[config.mk]
export PLATFORM = sky130hd
export DESIGN_NAME = wdt_mailbox
export DESIGN_NICKNAME = d
export VERILOG_FILES = /design/src/wdt_pkg.sv /design/src/sticky_if.sv /design/src/sticky_flag.sv /design/src/tick_gen.sv /design/src/wdt_mailbox.sv
export SDC_FILE = /design/constraint.sdc
export NUM_CORES = 1
export LEC_CHECK = 0
export BUFFER_PORTS_ARGS = -buffer_cell sky130_fd_sc_hd__buf_4
export CAP_MARGIN = 20
export CORE_ASPECT_RATIO = 1.25
export CORE_MARGIN = 5
export CORE_UTILIZATION = 60
export DETAILED_ROUTE_END_ITERATION = 16
export HOLD_SLACK_MARGIN = 0.02
export PLACE_DENSITY = 0.82
export REMOVE_ABC_BUFFERS = 1
export SLEW_MARGIN = 20
export SYNTH_ARGS = -nofsm -noshare
export SYNTH_HDL_FRONTEND = slang
export SYNTH_SLANG_ARGS = --single-unit
[constraint.sdc]
create_clock -name mclk -period 4.3 [get_ports mclk]
set_input_delay 0.43 -clock mclk [delete_from_list [all_inputs] [get_ports mclk]]
set_output_delay 0.43 -clock mclk [all_outputs]
set_load 0.1 [all_outputs]
[src/wdt_pkg.sv]
// constants shared by the watchdog and mailbox block
package wdt_pkg;

    // ********************************************************************
    // register offsets within the 32-byte io window
    // ********************************************************************
    localparam logic [4:0] OFF_RELOAD      = 5'h00;
    localparam logic [4:0] OFF_INIT        = 5'h01;
    localparam logic [4:0] OFF_OS_TO_HNDLR = 5'h02;
    localparam logic [4:0] OFF_HNDLR_TO_OS = 5'h03;
    localparam logic [4:0] OFF_STATUS_LO   = 5'h04;
    localparam logic [4:0] OFF_STATUS_HI   = 5'h05;

    // ********************************************************************
    // widths and values after reset
    // ********************************************************************
    localparam int         CNT_W         = 6;
    localparam int         TICK_W        = 32;
    localparam logic [5:0] COUNT_RESET   = 6'h00;
    localparam logic [5:0] INIT_RESET    = 6'h04;
    localparam logic [7:0] MAILBOX_RESET = 8'h00;
    localparam logic [7:0] RDATA_RESET   = 8'h00;
    localparam logic [5:0] INIT_MIN      = 6'h02;
    localparam logic [5:0] COUNT_ONE     = 6'h01;
    localparam logic [5:0] COUNT_ZERO    = 6'h00;

    // ********************************************************************
    // status flag positions (whole 16-bit register)
    // ********************************************************************
    localparam int NUM_FLAGS    = 4;
    localparam int FLAG_INT     = 0;
    localparam int FLAG_SW_SMI  = 1;
    localparam int FLAG_NMI     = 2;
    localparam int FLAG_SERR    = 3;
    localparam int STS_INT_BIT  = 2;
    localparam int STS_SMI_BIT  = 3;
    localparam int STS_NMI_BIT  = 11;
    localparam int STS_SERR_BIT = 12;

    // ********************************************************************
    // timing: one countdown step per tick
    // ********************************************************************
    localparam int unsigned TICK_MS      = 600;
    localparam int unsigned CLK_MHZ      = 100;
    localparam int unsigned TICK_CYCLES_DEFAULT = TICK_MS * CLK_MHZ * 1000;

endpackage : wdt_pkg
[src/sticky_if.sv]
// carrier for one sticky status flag: set, clear and value
`timescale 1ns/100ps
interface sticky_if;
    logic set;
    logic clr;
    logic q;
    modport keeper (input set, input clr, output q);
    modport user   (output set, output clr, input q);
endinterface : sticky_if

[src/sticky_flag.sv]
// one write-one-to-clear status flag, set wins over clear
`timescale 1ns/100ps
module sticky_flag (
    input  wire logic mclk,
    input  wire logic rstn,
    sticky_if.keeper  bus
);

    // flag storage, event beats a clear in the same cycle
    always_ff @(posedge mclk or negedge rstn) begin
        if (!rstn) begin
            bus.q <= 1'b0;
        end else if (bus.set) begin
            bus.q <= 1'b1;
        end else if (bus.clr) begin
            bus.q <= 1'b0;
        end
    end

    property p_set_wins;
        @(posedge mclk) disable iff (!rstn)
        bus.set |=> bus.q;
    endproperty
    a_set_wins: assert property (p_set_wins)
        else $error("flag lost an event");

endmodule : sticky_flag

[src/tick_gen.sv]
// prescaler giving one-cycle tick pulses every CYCLES clocks
`timescale 1ns/100ps
module tick_gen
    import wdt_pkg::*;
#(
    parameter int unsigned CYCLES = TICK_CYCLES_DEFAULT
) (
    input  wire logic mclk,
    input  wire logic rstn,
    input  wire logic restart,
    output logic      tick
);

    localparam logic [TICK_W-1:0] LAST = TICK_W'(CYCLES - 1);

    logic [TICK_W-1:0] cnt_reg;
    logic [TICK_W-1:0] cnt_next;
    logic              wrap;

    // wrap detection and next count
    assign wrap     = (cnt_reg == LAST);
    assign cnt_next = (restart || wrap) ? '0 : cnt_reg + 1'b1;

    // counter and tick flop
    always_ff @(posedge mclk or negedge rstn) begin
        if (!rstn) begin
            cnt_reg <= '0;
            tick    <= 1'b0;
        end else begin
            cnt_reg <= cnt_next;
            tick    <= wrap && !restart;
        end
    end

    property p_tick_period;
        @(posedge mclk) disable iff (!rstn)
        tick |-> ($past(cnt_reg) == LAST) && (cnt_reg == '0);
    endproperty
    a_tick_period: assert property (p_tick_period)
        else $error("tick not on prescaler wrap");

endmodule : tick_gen

[src/wdt_mailbox.sv]
// watchdog countdown, two mailboxes and hub message status
//
// Overview of operation
// - reading reload register returns current count
// - any reload write restarts from initial value
// - count bits seven and six read zero
// - six-bit initial value, reset value four
// - initial values zero and one are ignored
// - countdown steps about every 0.6 seconds
// - os mailbox write stores, smi, sets flag
// - handler mailbox write stores, flag, selected irq
// - hub error message sets status bit twelve
// - hub error flag cleared only writing one
// - error flag with enable: sse, nmi or smi
// - hub nmi message sets bit eleven, w1c
`timescale 1ns/100ps
module wdt_mailbox
    import wdt_pkg::*;
#(
    parameter int unsigned TICK_CYCLES = TICK_CYCLES_DEFAULT
) (
    input  wire logic       mclk,
    input  wire logic       rstn,
    input  wire logic       io_wr,
    input  wire logic       io_rd,
    input  wire logic [4:0] io_addr,
    input  wire logic [7:0] io_wdata,
    output logic      [7:0] io_rdata,
    input  wire logic       hub_serr_msg,
    input  wire logic       hub_nmi_msg,
    input  wire logic       bridge_system_error_enable,
    input  wire logic       nmi_to_smi_route,
    input  wire logic [1:0] interrupt_line_select,
    output logic            smi_pulse,
    output logic            nmi_pulse,
    output logic            irq_pulse,
    output logic      [1:0] irq_line,
    output logic            signaled_system_error,
    output logic            timeout_pulse
);

    // ********************************************************************
    // storage
    // ********************************************************************
    logic [CNT_W-1:0] count_reg;
    logic [CNT_W-1:0] count_next;
    logic [CNT_W-1:0] init_reg;
    logic [CNT_W-1:0] init_next;
    logic [7:0]       os_box_reg;
    logic [7:0]       hnd_box_reg;
    logic             serr_cond_reg;
    logic             tick;

    logic [NUM_FLAGS-1:0] flag_set;
    logic [NUM_FLAGS-1:0] flag_clr;
    logic [NUM_FLAGS-1:0] flag_q;

    // ********************************************************************
    // address decode
    // ********************************************************************
    logic wr_reload;
    logic wr_init;
    logic wr_os_box;
    logic wr_hnd_box;
    logic wr_sts_lo;
    logic wr_sts_hi;
    logic init_ok;

    // write strobes per register
    assign wr_reload  = io_wr && (io_addr == OFF_RELOAD);
    assign wr_init    = io_wr && (io_addr == OFF_INIT);
    assign wr_os_box  = io_wr && (io_addr == OFF_OS_TO_HNDLR);
    assign wr_hnd_box = io_wr && (io_addr == OFF_HNDLR_TO_OS);
    assign wr_sts_lo  = io_wr && (io_addr == OFF_STATUS_LO);
    assign wr_sts_hi  = io_wr && (io_addr == OFF_STATUS_HI);

    assign init_ok    = (io_wdata[CNT_W-1:0] >= INIT_MIN);

    // ********************************************************************
    // countdown
    // ********************************************************************
    logic count_live;
    logic timeout_next;

    assign count_live = (count_reg != COUNT_ZERO);

    assign count_next = wr_reload              ? init_reg :
                        (tick && count_live)   ? count_reg - COUNT_ONE :
                                                 count_reg;

    assign timeout_next = !wr_reload && tick && (count_reg == COUNT_ONE);

    assign init_next = (wr_init && init_ok) ? io_wdata[CNT_W-1:0] : init_reg;

    // 0.6 s step source, realigned on reload
    tick_gen #(
        .CYCLES  (TICK_CYCLES)
    ) u_tick (
        .mclk    (mclk),
        .rstn    (rstn),
        .restart (wr_reload),
        .tick    (tick)
    );

    // timer registers
    always_ff @(posedge mclk or negedge rstn) begin
        if (!rstn) begin
            count_reg <= COUNT_RESET;
            init_reg  <= INIT_RESET;
        end else begin
            count_reg <= count_next;
            init_reg  <= init_next;
        end
    end

    // ********************************************************************
    // mailboxes
    // ********************************************************************
    // store mailbox bytes
    always_ff @(posedge mclk or negedge rstn) begin
        if (!rstn) begin
            os_box_reg  <= MAILBOX_RESET;
            hnd_box_reg <= MAILBOX_RESET;
        end else begin
            if (wr_os_box) begin
                os_box_reg <= io_wdata;
            end
            if (wr_hnd_box) begin
                hnd_box_reg <= io_wdata;
            end
        end
    end

    // ********************************************************************
    // status flags
    // ********************************************************************
    // flag set events
    assign flag_set[FLAG_INT]    = wr_hnd_box;
    assign flag_set[FLAG_SW_SMI] = wr_os_box;
    assign flag_set[FLAG_NMI]    = hub_nmi_msg;
    assign flag_set[FLAG_SERR]   = hub_serr_msg;

    assign flag_clr[FLAG_INT]    = wr_sts_lo && io_wdata[STS_INT_BIT];
    assign flag_clr[FLAG_SW_SMI] = wr_sts_lo && io_wdata[STS_SMI_BIT];
    assign flag_clr[FLAG_NMI]    = wr_sts_hi && io_wdata[STS_NMI_BIT - 8];
    assign flag_clr[FLAG_SERR]   = wr_sts_hi && io_wdata[STS_SERR_BIT - 8];

    sticky_if flag_bus [NUM_FLAGS] ();

    // one sticky flag per status bit
    for (genvar i = 0; i < NUM_FLAGS; i++) begin : g_flag
        assign flag_bus[i].set = flag_set[i];
        assign flag_bus[i].clr = flag_clr[i];
        assign flag_q[i]       = flag_bus[i].q;
        sticky_flag u_flag (
            .mclk (mclk),
            .rstn (rstn),
            .bus  (flag_bus[i])
        );
    end

    // ********************************************************************
    // event outputs
    // ********************************************************************
    logic serr_cond;
    logic serr_rise;

    // error flag gated by bridge enable
    assign serr_cond = flag_q[FLAG_SERR] && bridge_system_error_enable;
    assign serr_rise = serr_cond && !serr_cond_reg;

    // registered event pulses and levels
    always_ff @(posedge mclk or negedge rstn) begin
        if (!rstn) begin
            serr_cond_reg         <= 1'b0;
            smi_pulse             <= 1'b0;
            nmi_pulse             <= 1'b0;
            irq_pulse             <= 1'b0;
            irq_line              <= 2'b00;
            signaled_system_error <= 1'b0;
            timeout_pulse         <= 1'b0;
        end else begin
            serr_cond_reg         <= serr_cond;
            smi_pulse             <= wr_os_box
                                     || (serr_rise && nmi_to_smi_route);
            nmi_pulse             <= serr_rise && !nmi_to_smi_route;
            irq_pulse             <= wr_hnd_box;
            signaled_system_error <= serr_cond;
            timeout_pulse         <= timeout_next;
            if (wr_hnd_box) begin
                irq_line <= interrupt_line_select;
            end
        end
    end

    // ********************************************************************
    // read path
    // ********************************************************************
    logic [15:0] status_word;
    logic [7:0]  read_mux;

    // reserved status bits read zero
    // bits 10:4 are seven reserved zeros, keeping the word at 16 bits
    assign status_word = {3'b000, flag_q[FLAG_SERR], flag_q[FLAG_NMI],
                          7'h00, flag_q[FLAG_SW_SMI], flag_q[FLAG_INT],
                          2'b00};

    assign read_mux = (io_addr == OFF_RELOAD)      ? {2'b00, count_reg}   :
                      (io_addr == OFF_INIT)        ? {2'b00, init_reg}    :
                      (io_addr == OFF_OS_TO_HNDLR) ? os_box_reg           :
                      (io_addr == OFF_HNDLR_TO_OS) ? hnd_box_reg          :
                      (io_addr == OFF_STATUS_LO)   ? status_word[7:0]     :
                      (io_addr == OFF_STATUS_HI)   ? status_word[15:8]    :
                                                     8'h00;

    // read data register, held between reads
    always_ff @(posedge mclk or negedge rstn) begin
        if (!rstn) begin
            io_rdata <= RDATA_RESET;
        end else if (io_rd) begin
            io_rdata <= read_mux;
        end
    end

    // ********************************************************************
    // checks
    // ********************************************************************
    property p_read_count;
        @(posedge mclk) disable iff (!rstn)
        io_rd && (io_addr == OFF_RELOAD) |=>
            io_rdata == {2'b00, $past(count_reg)};
    endproperty
    a_read_count: assert property (p_read_count)
        else $error("count read mismatch");

    property p_reload;
        @(posedge mclk) disable iff (!rstn)
        wr_reload |=> count_reg == $past(init_reg);
    endproperty
    a_reload: assert property (p_reload)
        else $error("reload did not restore initial value");

    property p_top_zero;
        @(posedge mclk) disable iff (!rstn)
        io_rd && (io_addr == OFF_RELOAD) |=> io_rdata[7:6] == 2'b00;
    endproperty
    a_top_zero: assert property (p_top_zero)
        else $error("count top bits not zero");

    property p_init_load;
        @(posedge mclk) disable iff (!rstn)
        wr_init && init_ok |=> init_reg == $past(io_wdata[CNT_W-1:0]);
    endproperty
    a_init_load: assert property (p_init_load)
        else $error("initial value not stored");

    property p_init_ignore;
        @(posedge mclk) disable iff (!rstn)
        wr_init && !init_ok |=> $stable(init_reg);
    endproperty
    a_init_ignore: assert property (p_init_ignore)
        else $error("forbidden initial value accepted");

    property p_os_box;
        @(posedge mclk) disable iff (!rstn)
        wr_os_box |=> smi_pulse && flag_q[FLAG_SW_SMI]
                      && (os_box_reg == $past(io_wdata));
    endproperty
    a_os_box: assert property (p_os_box)
        else $error("os mailbox write effects missing");

    property p_hnd_box;
        @(posedge mclk) disable iff (!rstn)
        wr_hnd_box |=> irq_pulse && flag_q[FLAG_INT]
                       && (irq_line == $past(interrupt_line_select));
    endproperty
    a_hnd_box: assert property (p_hnd_box)
        else $error("handler mailbox write effects missing");

    property p_serr_set;
        @(posedge mclk) disable iff (!rstn)
        hub_serr_msg |=> flag_q[FLAG_SERR];
    endproperty
    a_serr_set: assert property (p_serr_set)
        else $error("hub error flag not set");

    property p_serr_hold;
        @(posedge mclk) disable iff (!rstn)
        flag_q[FLAG_SERR] && !flag_clr[FLAG_SERR] |=> flag_q[FLAG_SERR];
    endproperty
    a_serr_hold: assert property (p_serr_hold)
        else $error("hub error flag dropped without clear");

    property p_sse;
        @(posedge mclk) disable iff (!rstn)
        serr_rise |=> signaled_system_error && (nmi_pulse != smi_pulse
                      || $past(wr_os_box));
    endproperty
    a_sse: assert property (p_sse)
        else $error("error escalation missing");

    property p_nmi_set;
        @(posedge mclk) disable iff (!rstn)
        hub_nmi_msg |=> flag_q[FLAG_NMI];
    endproperty
    a_nmi_set: assert property (p_nmi_set)
        else $error("hub nmi flag not set");

    property p_step;
        @(posedge mclk) disable iff (!rstn)
        tick && count_live && !wr_reload |=>
            (count_reg == $past(count_reg) - COUNT_ONE)
            && (timeout_pulse == ($past(count_reg) == COUNT_ONE));
    endproperty
    a_step: assert property (p_step)
        else $error("countdown step or timeout wrong");

    property p_rsvd;
        @(posedge mclk) disable iff (!rstn)
        io_rd && (io_addr == OFF_STATUS_HI) |=> io_rdata[7:5] == 3'b000;
    endproperty
    a_rsvd: assert property (p_rsvd)
        else $error("reserved status bits not zero");

endmodule : wdt_mailbox

Word-level counts from Yosys, hierarchy flattened. Index checks and enable logic that the tools add are counted. W data, S select, Z words.

Register bits after elaboration: 80. Input port bits: 23. Output and inout port bits: 15. Word-level logic and storage cells: 75.

Add/sub/neg operators: 2. $lt $le $gt $ge: 1. Equality and inequality tests: 7. Muxes and demuxes: 17. Reduce and logical (&&, ||, !) cells: 31.

Operator list (number): $add A32 B1 Y32 const B (1); $eq A32 B26 Y1 const B (1); $mux W32 (1); $mux W8 (4); $logic_and A1 B1 Y1 (19); $mux W6 (2); $eq A5 B2 Y1 const B (2); $eq A5 B3 Y1 const B (2); $mux W5 (2); $reduce_bool A2 Y1 (5); $mux W1 (8); $eq A6 B1 Y1 const B (1); $ge A6 B2 Y1 const B (1); $reduce_bool A6 Y1 (1); $sub A6 B1 Y6 const B (1); $eq A5 B1 Y1 const B (1); $logic_not A5 Y1 (1); $logic_not A1 Y1 (3); $logic_or A1 B1 Y1 (2).

Logic depth before layout (Yosys ltp). Gate-level depths: netlist of run 1.

Depth in word-level cells: 7. Gate-level depth with buffers: 7. Mapped depth without buffers: 7.

Hierarchy. From an unflattened synthesis of run 1, not the netlist that was laid out.

Cells, all modules: 392. Area, all modules: 4125.2 µm².

Modules (own cells, without submodules): wdt_mailbox (instances 1, cells each 187, area each 2188.3 µm², seq. area each 1077.3 µm²); tick_gen (instances 1, cells each 193, area each 1791.7 µm², seq. area each 825.8 µm²); sticky_flag (instances 4, cells each 3, area each 36.3 µm², seq. area each 25.0 µm²).

Worst setup path after synthesis of run 1. Ideal clock, no wire load.

Kind: input -> register. Start point: in io_addr[2]. End point: reg irq_line[0]. Setup time: 125 ps. Data arrival time: 1891 ps. Required time: 4175 ps. Setup slack: 2283 ps. Cell stages on the path: 6. Path buffers: 2. Path through: clkbuf_1 > nor3_2 > nand2_1 > nor2_1 > buf_2 > mux2_2.

Longest elaborated chain between the ends: 2.

Ends and longest elaborated chain: start, declared (line wdt_mailbox.sv:26) `input wire logic [4:0] io_addr,`; $eq A5 B2 Y1 (line wdt_mailbox.sv:73) `assign wr_hnd_box = io_wr && (io_addr == OFF_HNDLR_TO_OS);`; $logic_and A1 B1 Y1 (line wdt_mailbox.sv:73); via flag_bus[0].set (line sticky_if.sv:4) `logic set;`; end signal, assigned (line wdt_mailbox.sv:191) `irq_line <= interrupt_line_select;`; end, declared (line wdt_mailbox.sv:37) `output logic [1:0] irq_line,`.

The timed path passes the listed nets, and every way through them passes these cells. A chain may end at the register's enable or synchronous reset.

Worst setup path in the final report of run 1.
Start point: reg u_tick.cnt_reg[8]. End point: reg u_tick.cnt_reg[17].

Longest elaborated chain between the ends: 3. Elaborated cells between the ends (all ways): 4. Those cells by class: add/sub: 1; eq/ne: 1; mux: 1; reduce/logical: 1.

Ends and longest elaborated chain: start, declared (line tick_gen.sv:16) `logic [TICK_W-1:0] cnt_reg;`; start signal, assigned (line tick_gen.sv:30) `cnt_reg <= cnt_next;`; parallel branches: the longest is 2 deep, another holds $add A32 B1 Y32; $mux W32 (*) (line tick_gen.sv:22) `assign cnt_next = (restart || wrap) ? '0 : cnt_reg + 1'b1;`; via u_tick.cnt_next[17] (line tick_gen.sv:17) `logic [TICK_W-1:0] cnt_next;`.

Mark *: on every way through the listed nets, which the timed path passes.

==> results of run 1 <==
-- power breakdown --
| part | internal [mW] | switching, mW |
|---|---|---|
| logic | 0.167 | 0.208 |
| clock network | 0.213 | 0.291 |
| registers | 0.871 | 0.124 |
| total | 1.25 | 0.623 |
-- cells by family after synthesis --
logic type      Yosys count
compound gates           40
simple gates            158
xor+xnor                 24
fa+ha+maj                 4
flops                    80
buf+inv                  26
mux                      34
-- Yosys cell counts, types with 2 or more instances --
cell type,n,area share (%)
dfrtp_1,79,51
nor2_1,46,4.4
nand2_1,27,2.6
mux2_2,26,7.5
nand3_1,25,3.2
xor2_1,20,4.5
inv_1,14,1.4
nand4_1,14,2.3
o21ai_0,13,1.7
a21oi_1,12,1.5
nor3_1,9,1.2
clkbuf_1,8,0.77
and3_1,7,1.1
nor4_1,7,1.1
mux4_2,5,2.9
ha_1,4,1.3
xnor2_1,4,0.90
mux2i_1,3,0.77
o22ai_1,3,0.48
or3_1,3,0.48
a211oi_1,2,0.39
a21o_1,2,0.39
a22oi_1,2,0.39
buf_6,2,0.58
nand3b_1,2,0.39
nor4b_1,2,0.45
o311ai_0,2,0.45
or4_1,2,0.39
-- metal layers --
metal / track usage (%) / share of wire [%] / vias up
met3: 5.566 / 5.3 / 16
met4: 11.25 / 1.9 / 0
met2: 37.03 / 52 / 113
li1: - / - / 1376
met1: 27.08 / 40 / 1490
met5: 0 / 0 / -
-- cell type report --
| class | instances | share of cell area (%) |
|---|---|---|
| Clock inverter | 7 | 1.221 |
| Timing Repair Buffer | 39 | 6.985 |
| Clock buffer | 9 | 2.811 |
| Sequential cell | 80 | 45.46 |
| Multi-Input combinational cell | 260 | 39.92 |
| Tap cell | 85 | 2.413 |
| Inverter | 14 | 1.193 |
-- path summary, 6_finish.rpt --
| path | from | to | slack (ps) | cells after the start |
|---|---|---|---|---|
| hold reg to reg | serr_cond_reg | nmi_pulse | 460 | 1 |
| setup / recovery | u_tick.cnt_reg[8] | u_tick.cnt_reg[17] | 2030 | 5 |
| min in group asynchronous | rstn | count_reg[2] | 550 | 2 |
| max in group asynchronous | rstn | u_tick.cnt_reg[13] | 3150 | 3 |
| hold / removal | nmi_to_smi_route | nmi_pulse | 220 | 2 |
| setup reg to reg | u_tick.cnt_reg[8] | u_tick.cnt_reg[17] | 2030 | 5 |
-- timing repair --
item / in CTS / in global routing
resized for setup: 0 / 0
setup endpoints to repair: 0 / 0
hold buffers: 0 / 1
setup buffers: 0 / 0
endpoints found under the hold margin: 0 / 13
==> impl_metrics.env, run 1 <==
export IMPL_ioPinCount=38
export IMPL_chipHeight_microns=99.98
export IMPL_rsz0062_at_grt="no"
export IMPL_seq_area_frac_synth_pct=51.55
export IMPL_ant_nets=0
export IMPL_cp_max_fo=18
export IMPL_synthArstFlopShare_pct=100.0
export IMPL_grt_pass1_wl_microns=14100
export IMPL_seq_area_sq_mm=0.002003
export IMPL_synthMuxAreaShare_pct=11.20
export IMPL_cts_root_buf="clkbuf_8"
export IMPL_num_vias=2995
export IMPL_clk_latency_ps=360
export IMPL_synth_compound_area_share_pct=6.310
export IMPL_path_class="reg2reg"
export IMPL_cts_max_path_buffers=2
export IMPL_drtPass1Iterations=5
export IMPL_syn_inst=366
export IMPL_start_util_pct=62.22
export IMPL_endpoint_kind="register"
export IMPL_largest_reg_flops=32
export IMPL_final_cell_mix="dfrtp_1 (79), nor2_1 (46), buf_4 (37)"
export IMPL_power_density_mw_per_mm2=425.3
export IMPL_hold_viol=0
export IMPL_die_w_microns=81.99
export IMPL_avgSynthCellArea_sq_um=10.62
export IMPL_area_growth_pct=13.39
export IMPL_whs_ps=222.9
export IMPL_total_power_mw=1.874
export IMPL_clk_pin_slew_ps=90
export IMPL_fillCellCount=456
export IMPL_arrival_ps=2490
export IMPL_setup_slack_ps=2029
export IMPL_status="completed"
export IMPL_synth_distinct_cells=49
export IMPL_ys_ff_latch=80
export IMPL_startpoint_type="register"
export IMPL_finalMaxSlewViolations=0
export IMPL_post_place_cells=476
export IMPL_relSlewSlack_pct=32.96
export IMPL_cts_tree="done"
export IMPL_port_buffer_count=37
export IMPL_grt_pass1_vias=3027
export IMPL_p_leak_nw=1.923
export IMPL_required_ps=4520
export IMPL_maxCapViolCount=0
export IMPL_critPathMaxStageDelay_ps=580
export IMPL_clkSinkCount=80
export IMPL_initialDrtViolationCount=187
export IMPL_grt_max_degree=81
export IMPL_worst_pin_slew_ps=1002
export IMPL_synthFlopType="dfrtp_1"
export IMPL_num_antenna_cells=0
export IMPL_fmax_ghz=0.4403
export IMPL_synth_top_family_by_area="simple AND/OR/NAND/NOR gates"
export IMPL_layout_drive_gt1_share_pct=22.98
export IMPL_synth_area_sq_mm=0.003886
export IMPL_synth_fa_ha_area_share_pct=1.288
export IMPL_layout_commonest_cell="dfrtp_1"
export IMPL_final_cells=494
export IMPL_synth_xor_area_share_pct=5.409
export IMPL_crit_chain="nor4_4 > nand4_1 > or4_4 > o21ai_4 > nor2_1"
export IMPL_gp_congestion=0.8561
export IMPL_antenna_found_initial=0
export IMPL_skew_ps=16.27
export IMPL_vias_per_cell=6.063
export IMPL_fin_util_pct=70.55
export IMPL_track_usage_pct=22.49
export IMPL_dpl_hpwl_microns=5667
export IMPL_dieArea_sq_mm=0.008197
export IMPL_wl_per_cell_microns=17.13
export IMPL_fin_crit_sh_pct=52.82
export IMPL_overflow=0
export IMPL_numCtsBuffers=9
export IMPL_final_area_sq_mm=0.004407
export IMPL_multi_input_area_sq_mm=0.001759
export IMPL_yosysWarnings=0
export IMPL_setup_viol=0
export IMPL_fin_setup_tns_ps=0
export IMPL_critPathTopFamily="simple AND/OR/NAND/NOR gates"
export IMPL_fp_row_count=32
export IMPL_crit_slowest_cell="or4_4"
export IMPL_nets=431
export IMPL_synthSimpleGateAreaFrac_pct=21.06
export IMPL_htree_levels=3
export IMPL_pre_cts_slack_ps=1661
export IMPL_core_sq_mm=0.006246
export IMPL_fin_crit_ps=2271
export IMPL_max_vdd_ir_drop_mv=0.2740
export IMPL_path_buf_inv=0
export IMPL_drt_total_wl_microns=8464
export IMPL_hold_class="in2reg"
export IMPL_drc=0
export IMPL_place_area_sq_mm=0.004199
export IMPL_synth_edf_count=0
(Power assumes the default switching activity.)
==> inputs of run 2 (changes only) <==
--- a/config.mk
+++ b/config.mk
@@ -9,10 +9,10 @@
 export CAP_MARGIN = 20
 export CORE_ASPECT_RATIO = 1.25
 export CORE_MARGIN = 5
-export CORE_UTILIZATION = 60
+export CORE_UTILIZATION = 53
 export DETAILED_ROUTE_END_ITERATION = 16
 export HOLD_SLACK_MARGIN = 0.02
-export PLACE_DENSITY = 0.82
+export PLACE_DENSITY = 0.77
 export REMOVE_ABC_BUFFERS = 1
 export SLEW_MARGIN = 20
 export SYNTH_ARGS = -nofsm -noshare
==> constraint.sdc (replaced) <==
create_clock -name mclk -period 1.9 [get_ports mclk]
set_input_delay 0.19 -clock mclk [delete_from_list [all_inputs] [get_ports mclk]]
set_output_delay 0.19 -clock mclk [all_outputs]
set_load 0.1 [all_outputs]
==> impl_metrics.env, run 2 (synthesized netlist as in run 1, its figures left out) <==
export IMPL_status="complete, but fails checks"
export IMPL_violations="negative setup slack"
export IMPL_rsz0062_at_grt="yes"
export IMPL_maxCapViolCount=0
export IMPL_pre_cts_slack_ps=-18.32
export IMPL_drtPass1Iterations=4
export IMPL_required_ps=2150
export IMPL_p_leak_nw=2.093
export IMPL_hold_viol=0
export IMPL_clk_pin_slew_ps=90
export IMPL_cts_max_path_buffers=2
export IMPL_max_vdd_ir_drop_mv=0.5525
export IMPL_drt_total_wl_microns=8933
export IMPL_fin_crit_ps=1959
export IMPL_die_w_microns=86.59
export IMPL_hold_class="in2reg"
export IMPL_final_cell_mix="dfrtp_1 (79), buf_4 (67), nor2_1 (39)"
export IMPL_antenna_found_initial=0
export IMPL_endpoint_kind="register"
export IMPL_start_util_pct=53.46
export IMPL_htree_levels=3
export IMPL_grt_pass1_wl_microns=14930
export IMPL_fin_setup_tns_ps=-580.2
export IMPL_cts_root_buf="clkbuf_8"
export IMPL_clkSinkCount=80
export IMPL_wl_per_cell_microns=16.67
export IMPL_worst_pin_slew_ps=441.6
export IMPL_fin_util_pct=65.27
export IMPL_core_sq_mm=0.007269
export IMPL_gp_congestion=0.8652
export IMPL_ant_nets=0
export IMPL_vias_per_cell=5.748
export IMPL_area_growth_pct=22.09
export IMPL_num_antenna_cells=0
export IMPL_relSlewSlack_pct=70.56
export IMPL_layout_drive_gt1_share_pct=30.86
export IMPL_arrival_ps=2210
export IMPL_setup_slack_ps=-58.85
export IMPL_setup_viol=18
export IMPL_path_class="reg2reg"
export IMPL_numCtsBuffers=9
export IMPL_num_vias=3081
export IMPL_dieArea_sq_mm=0.009156
export IMPL_skew_ps=8.495
export IMPL_chipHeight_microns=105.7
export IMPL_fmax_ghz=0.5105
export IMPL_power_density_mw_per_mm2=908.5
export IMPL_fp_row_count=35
export IMPL_initialDrtViolationCount=176
export IMPL_startpoint_type="register"
export IMPL_grt_pass1_vias=3140
export IMPL_port_buffer_count=37
export IMPL_track_usage_pct=20.82
export IMPL_overflow=0
export IMPL_layout_commonest_cell="dfrtp_1"
export IMPL_fillCellCount=581
export IMPL_fin_crit_sh_pct=103.1
export IMPL_largest_reg_flops=32
export IMPL_whs_ps=74.32
export IMPL_finalMaxSlewViolations=0
export IMPL_nets=466
export IMPL_cp_max_fo=6
export IMPL_dpl_hpwl_microns=6253
export IMPL_grt_max_degree=36
export IMPL_clk_latency_ps=350
export IMPL_ioPinCount=38
export IMPL_drc=0
export IMPL_cts_tree="done"
==> run 2: final cells by class <==
type	instances	area [sq um]	share of cell area, %
Clock buffer	9	123.9	2.611
Clock inverter	7	53.80	1.134
Tap cell	92	115.1	2.426
Timing Repair Buffer	74	585.6	12.34
Inverter	14	52.55	1.108
Multi-Input combinational cell	260	1810	38.16
Sequential cell	80	2003	42.22
==> run 2: worst paths after layout <==
kind / slack, ps / end / cells after the start / from
min in group asynchronous: 320 / os_box_reg[5] / 2 / rstn
max in group asynchronous: 910 / init_reg[2] / 3 / rstn
max: -60 / u_tick.cnt_reg[31] / 6 / u_tick.cnt_reg[12]
min reg2reg: 460 / nmi_pulse / 1 / serr_cond_reg
min: 70 / irq_line[0] / 2 / interrupt_line_select[0]
max reg2reg: -60 / u_tick.cnt_reg[31] / 6 / u_tick.cnt_reg[12]
==> run 2: metal layers <==
metal  part of all wire [%]  vias up  routed length (microns)  track usage (%)
met2                     53       97                     4726            35.83
met4                    2.2        0                      197            8.575
met1                     39     1517                     3474            25.19
met5                      0        -                        0                0
li1                       -     1450                        -                -
met3                    6.0       17                      535            3.987
==> run 2: stage by stage <==
stage / power (mW) / std cells / cell area, sq um
after floorplan: 2.819 / 354 / 3815
after global placement: 3.124 / 515 / 4461
after detailed placement: 3.182 / 515 / 4461
after CTS: 4.334 / 535 / 4691
after global routing: 4.567 / 536 / 4745
final: 4.310 / 536 / 4745
==> run 2: power breakdown <==
group / leakage (nW) / internal, mW / total [mW] / switching (mW)
combinational: 0.992 / 0.437 / 0.974 / 0.537
clock: 0.0827 / 0.485 / 1.13 / 0.650
sequential: 1.02 / 1.97 / 2.20 / 0.229
==> run 2: what timing repair did <==
item	CTS	global route
pin swaps	0	6
setup buffers	0	1
endpoints found under the hold margin	35	0
endpoints found under the setup margin	17	22
hold buffers	4	0
resized for setup	2	13
==> run 2: critical path, cell delays in order (launching register included) <==
cell     delay, ps
dfrtp_1        410
nor4b_2        320
nand4_1        160
or4_4          560
o21ai_4        180
buf_6          170
nor2_1          60
==> inputs of run 3 (changes only) <==
--- a/config.mk
+++ b/config.mk
@@ -7,7 +7,7 @@
 export LEC_CHECK = 0
 export BUFFER_PORTS_ARGS = -buffer_cell sky130_fd_sc_hd__buf_4
 export CAP_MARGIN = 20
-export CORE_ASPECT_RATIO = 1.25
+export CORE_ASPECT_RATIO = 0.75
 export CORE_MARGIN = 5
 export CORE_UTILIZATION = 53
 export DETAILED_ROUTE_END_ITERATION = 16
==> impl_metrics.env, run 3 (synthesized netlist as in run 1, its figures left out) <==
export IMPL_status="complete, but fails checks"
export IMPL_violations="negative setup slack"
export IMPL_startpoint_type="register"
export IMPL_p_leak_nw=2.149
export IMPL_port_buffer_count=37
export IMPL_cp_max_fo=18
export IMPL_drc=0
export IMPL_cts_max_path_buffers=2
export IMPL_finalMaxSlewViolations=0
export IMPL_dpl_hpwl_microns=6089
export IMPL_gp_congestion=0.8502
export IMPL_drtPass1Iterations=4
export IMPL_num_antenna_cells=0
export IMPL_layout_commonest_cell="dfrtp_1"
export IMPL_core_sq_mm=0.007229
export IMPL_arrival_ps=2160
export IMPL_whs_ps=65.88
export IMPL_cts_root_buf="clkbuf_8"
export IMPL_num_vias=3087
export IMPL_required_ps=2140
export IMPL_initialDrtViolationCount=156
export IMPL_worst_pin_slew_ps=414.6
export IMPL_relSlewSlack_pct=72.28
export IMPL_clk_pin_slew_ps=80
export IMPL_fin_crit_ps=1915
export IMPL_ioPinCount=38
export IMPL_clk_latency_ps=350
export IMPL_htree_levels=3
export IMPL_dieArea_sq_mm=0.009163
export IMPL_path_class="reg2reg"
export IMPL_final_area_sq_mm=0.004827
export IMPL_overflow=0
export IMPL_chipHeight_microns=84.16
export IMPL_largest_reg_flops=32
export IMPL_drt_total_wl_microns=8687
export IMPL_area_growth_pct=24.21
export IMPL_place_area_sq_mm=0.004489
export IMPL_fin_crit_sh_pct=100.8
export IMPL_grt_pass1_wl_microns=14610
export IMPL_start_util_pct=53.76
export IMPL_power_density_mw_per_mm2=951.7
export IMPL_nets=468
export IMPL_fmax_ghz=0.5221
export IMPL_hold_class="in2reg"
export IMPL_setup_viol=12
export IMPL_numCtsBuffers=9
export IMPL_grt_max_degree=39
export IMPL_skew_ps=11.46
export IMPL_max_vdd_ir_drop_mv=0.6308
export IMPL_vias_per_cell=5.644
export IMPL_endpoint_kind="register"
export IMPL_grt_pass1_vias=2919
export IMPL_setup_slack_ps=-15.30
export IMPL_pre_cts_slack_ps=-79.80
export IMPL_layout_drive_gt1_share_pct=29.82
export IMPL_die_w_microns=108.9
export IMPL_maxCapViolCount=0
export IMPL_wl_per_cell_microns=15.88
export IMPL_track_usage_pct=20.29
export IMPL_ant_nets=0
export IMPL_clkSinkCount=80
export IMPL_fp_row_count=27
export IMPL_final_cell_mix="dfrtp_1 (79), buf_4 (69), nor2_1 (46)"
export IMPL_antenna_found_initial=0
export IMPL_rsz0062_at_grt="yes"
export IMPL_hold_viol=0
export IMPL_cts_tree="done"
run 3: cell types whose count changed in the layout (fill, tap and decap cells not counted), moves of 2 or more:
cell | previous run | this run
inv_6 | 3 | 1
clkinvlp_4 | 3 | 1
buf_6 | 2 | 0
nor2_4 | 2 | 0
bufinv_16 | 0 | 2
buf_4 | 67 | 69
nor2_1 | 39 | 46
buf_12 | 1 | 3
nor2_2 | 5 | 0
run 3: worst paths after layout:
kind | from | endpoint | slack [ps] | cells past startpoint
min in group asynchronous | rstn | u_tick.cnt_reg[18] | 280 | 2
worst max-delay path | u_tick.cnt_reg[27] | u_tick.cnt_reg[25] | -20 | 6
worst max register to register | u_tick.cnt_reg[27] | u_tick.cnt_reg[25] | -20 | 6
worst min-delay path | interrupt_line_select[1] | irq_line[1] | 70 | 2
max in group asynchronous | rstn | init_reg[2] | 1040 | 3
worst min register to register | serr_cond_reg | nmi_pulse | 480 | 1
run 3: cell type report:
type	count	area, sq um
fill	559	2402
clock buffer	10	137.6
multi-input combinational	260	1799
timing repair buffer	76	618.1
inverter	14	52.55
clock inverter	6	90.09
tap	101	126.4
sequential	80	2003
run 3: where the power goes:
part           total [mW]  switching (mW)  internal (mW)
Combinational       0.990           0.542          0.448
Sequential           2.20           0.227           1.97
Clock                1.40           0.625          0.780
run 3: timing repair:
item                                    in CTS  in global routing
hold buffers                                 4                  0
resized for setup                            2                  5
pin swaps                                    1                  2
endpoints found under the setup margin      19                 23
buffers inserted                             2                  2
endpoints found under the hold margin       27                  0
run 3: routing by layer:
| metal | wire, microns | GRT usage, % |
|---|---|---|
| met1 | 4227 | 30.68 |
| met2 | 3918 | 29.10 |
| met3 | 450 | 5.919 |
| met4 | 91 | 4.243 |
| met5 | 0 | 0 |
run 3: stage by stage:
stage / utilization (%) / setup TNS (ps) / std cells / power (mW)
after floorplan: - / -307.6 / 354 / 2.819
after global placement: 62.10 / -69.78 / 523 / 3.131
after detailed placement: 62.10 / -1292 / 523 / 3.191
after CTS: 66.18 / -8.219 / 545 / 4.608
after global routing: 66.77 / -1519 / 547 / 4.843
final: 66.77 / -66.85 / 547 / 4.594
run 3: critical path, cell delays in order (launching register included):
cell	delay (ps)
dfrtp_1	410
nor4_4	280
nand4_1	160
or4_4	560
o21ai_4	160
buf_12	160
nor2_1	60
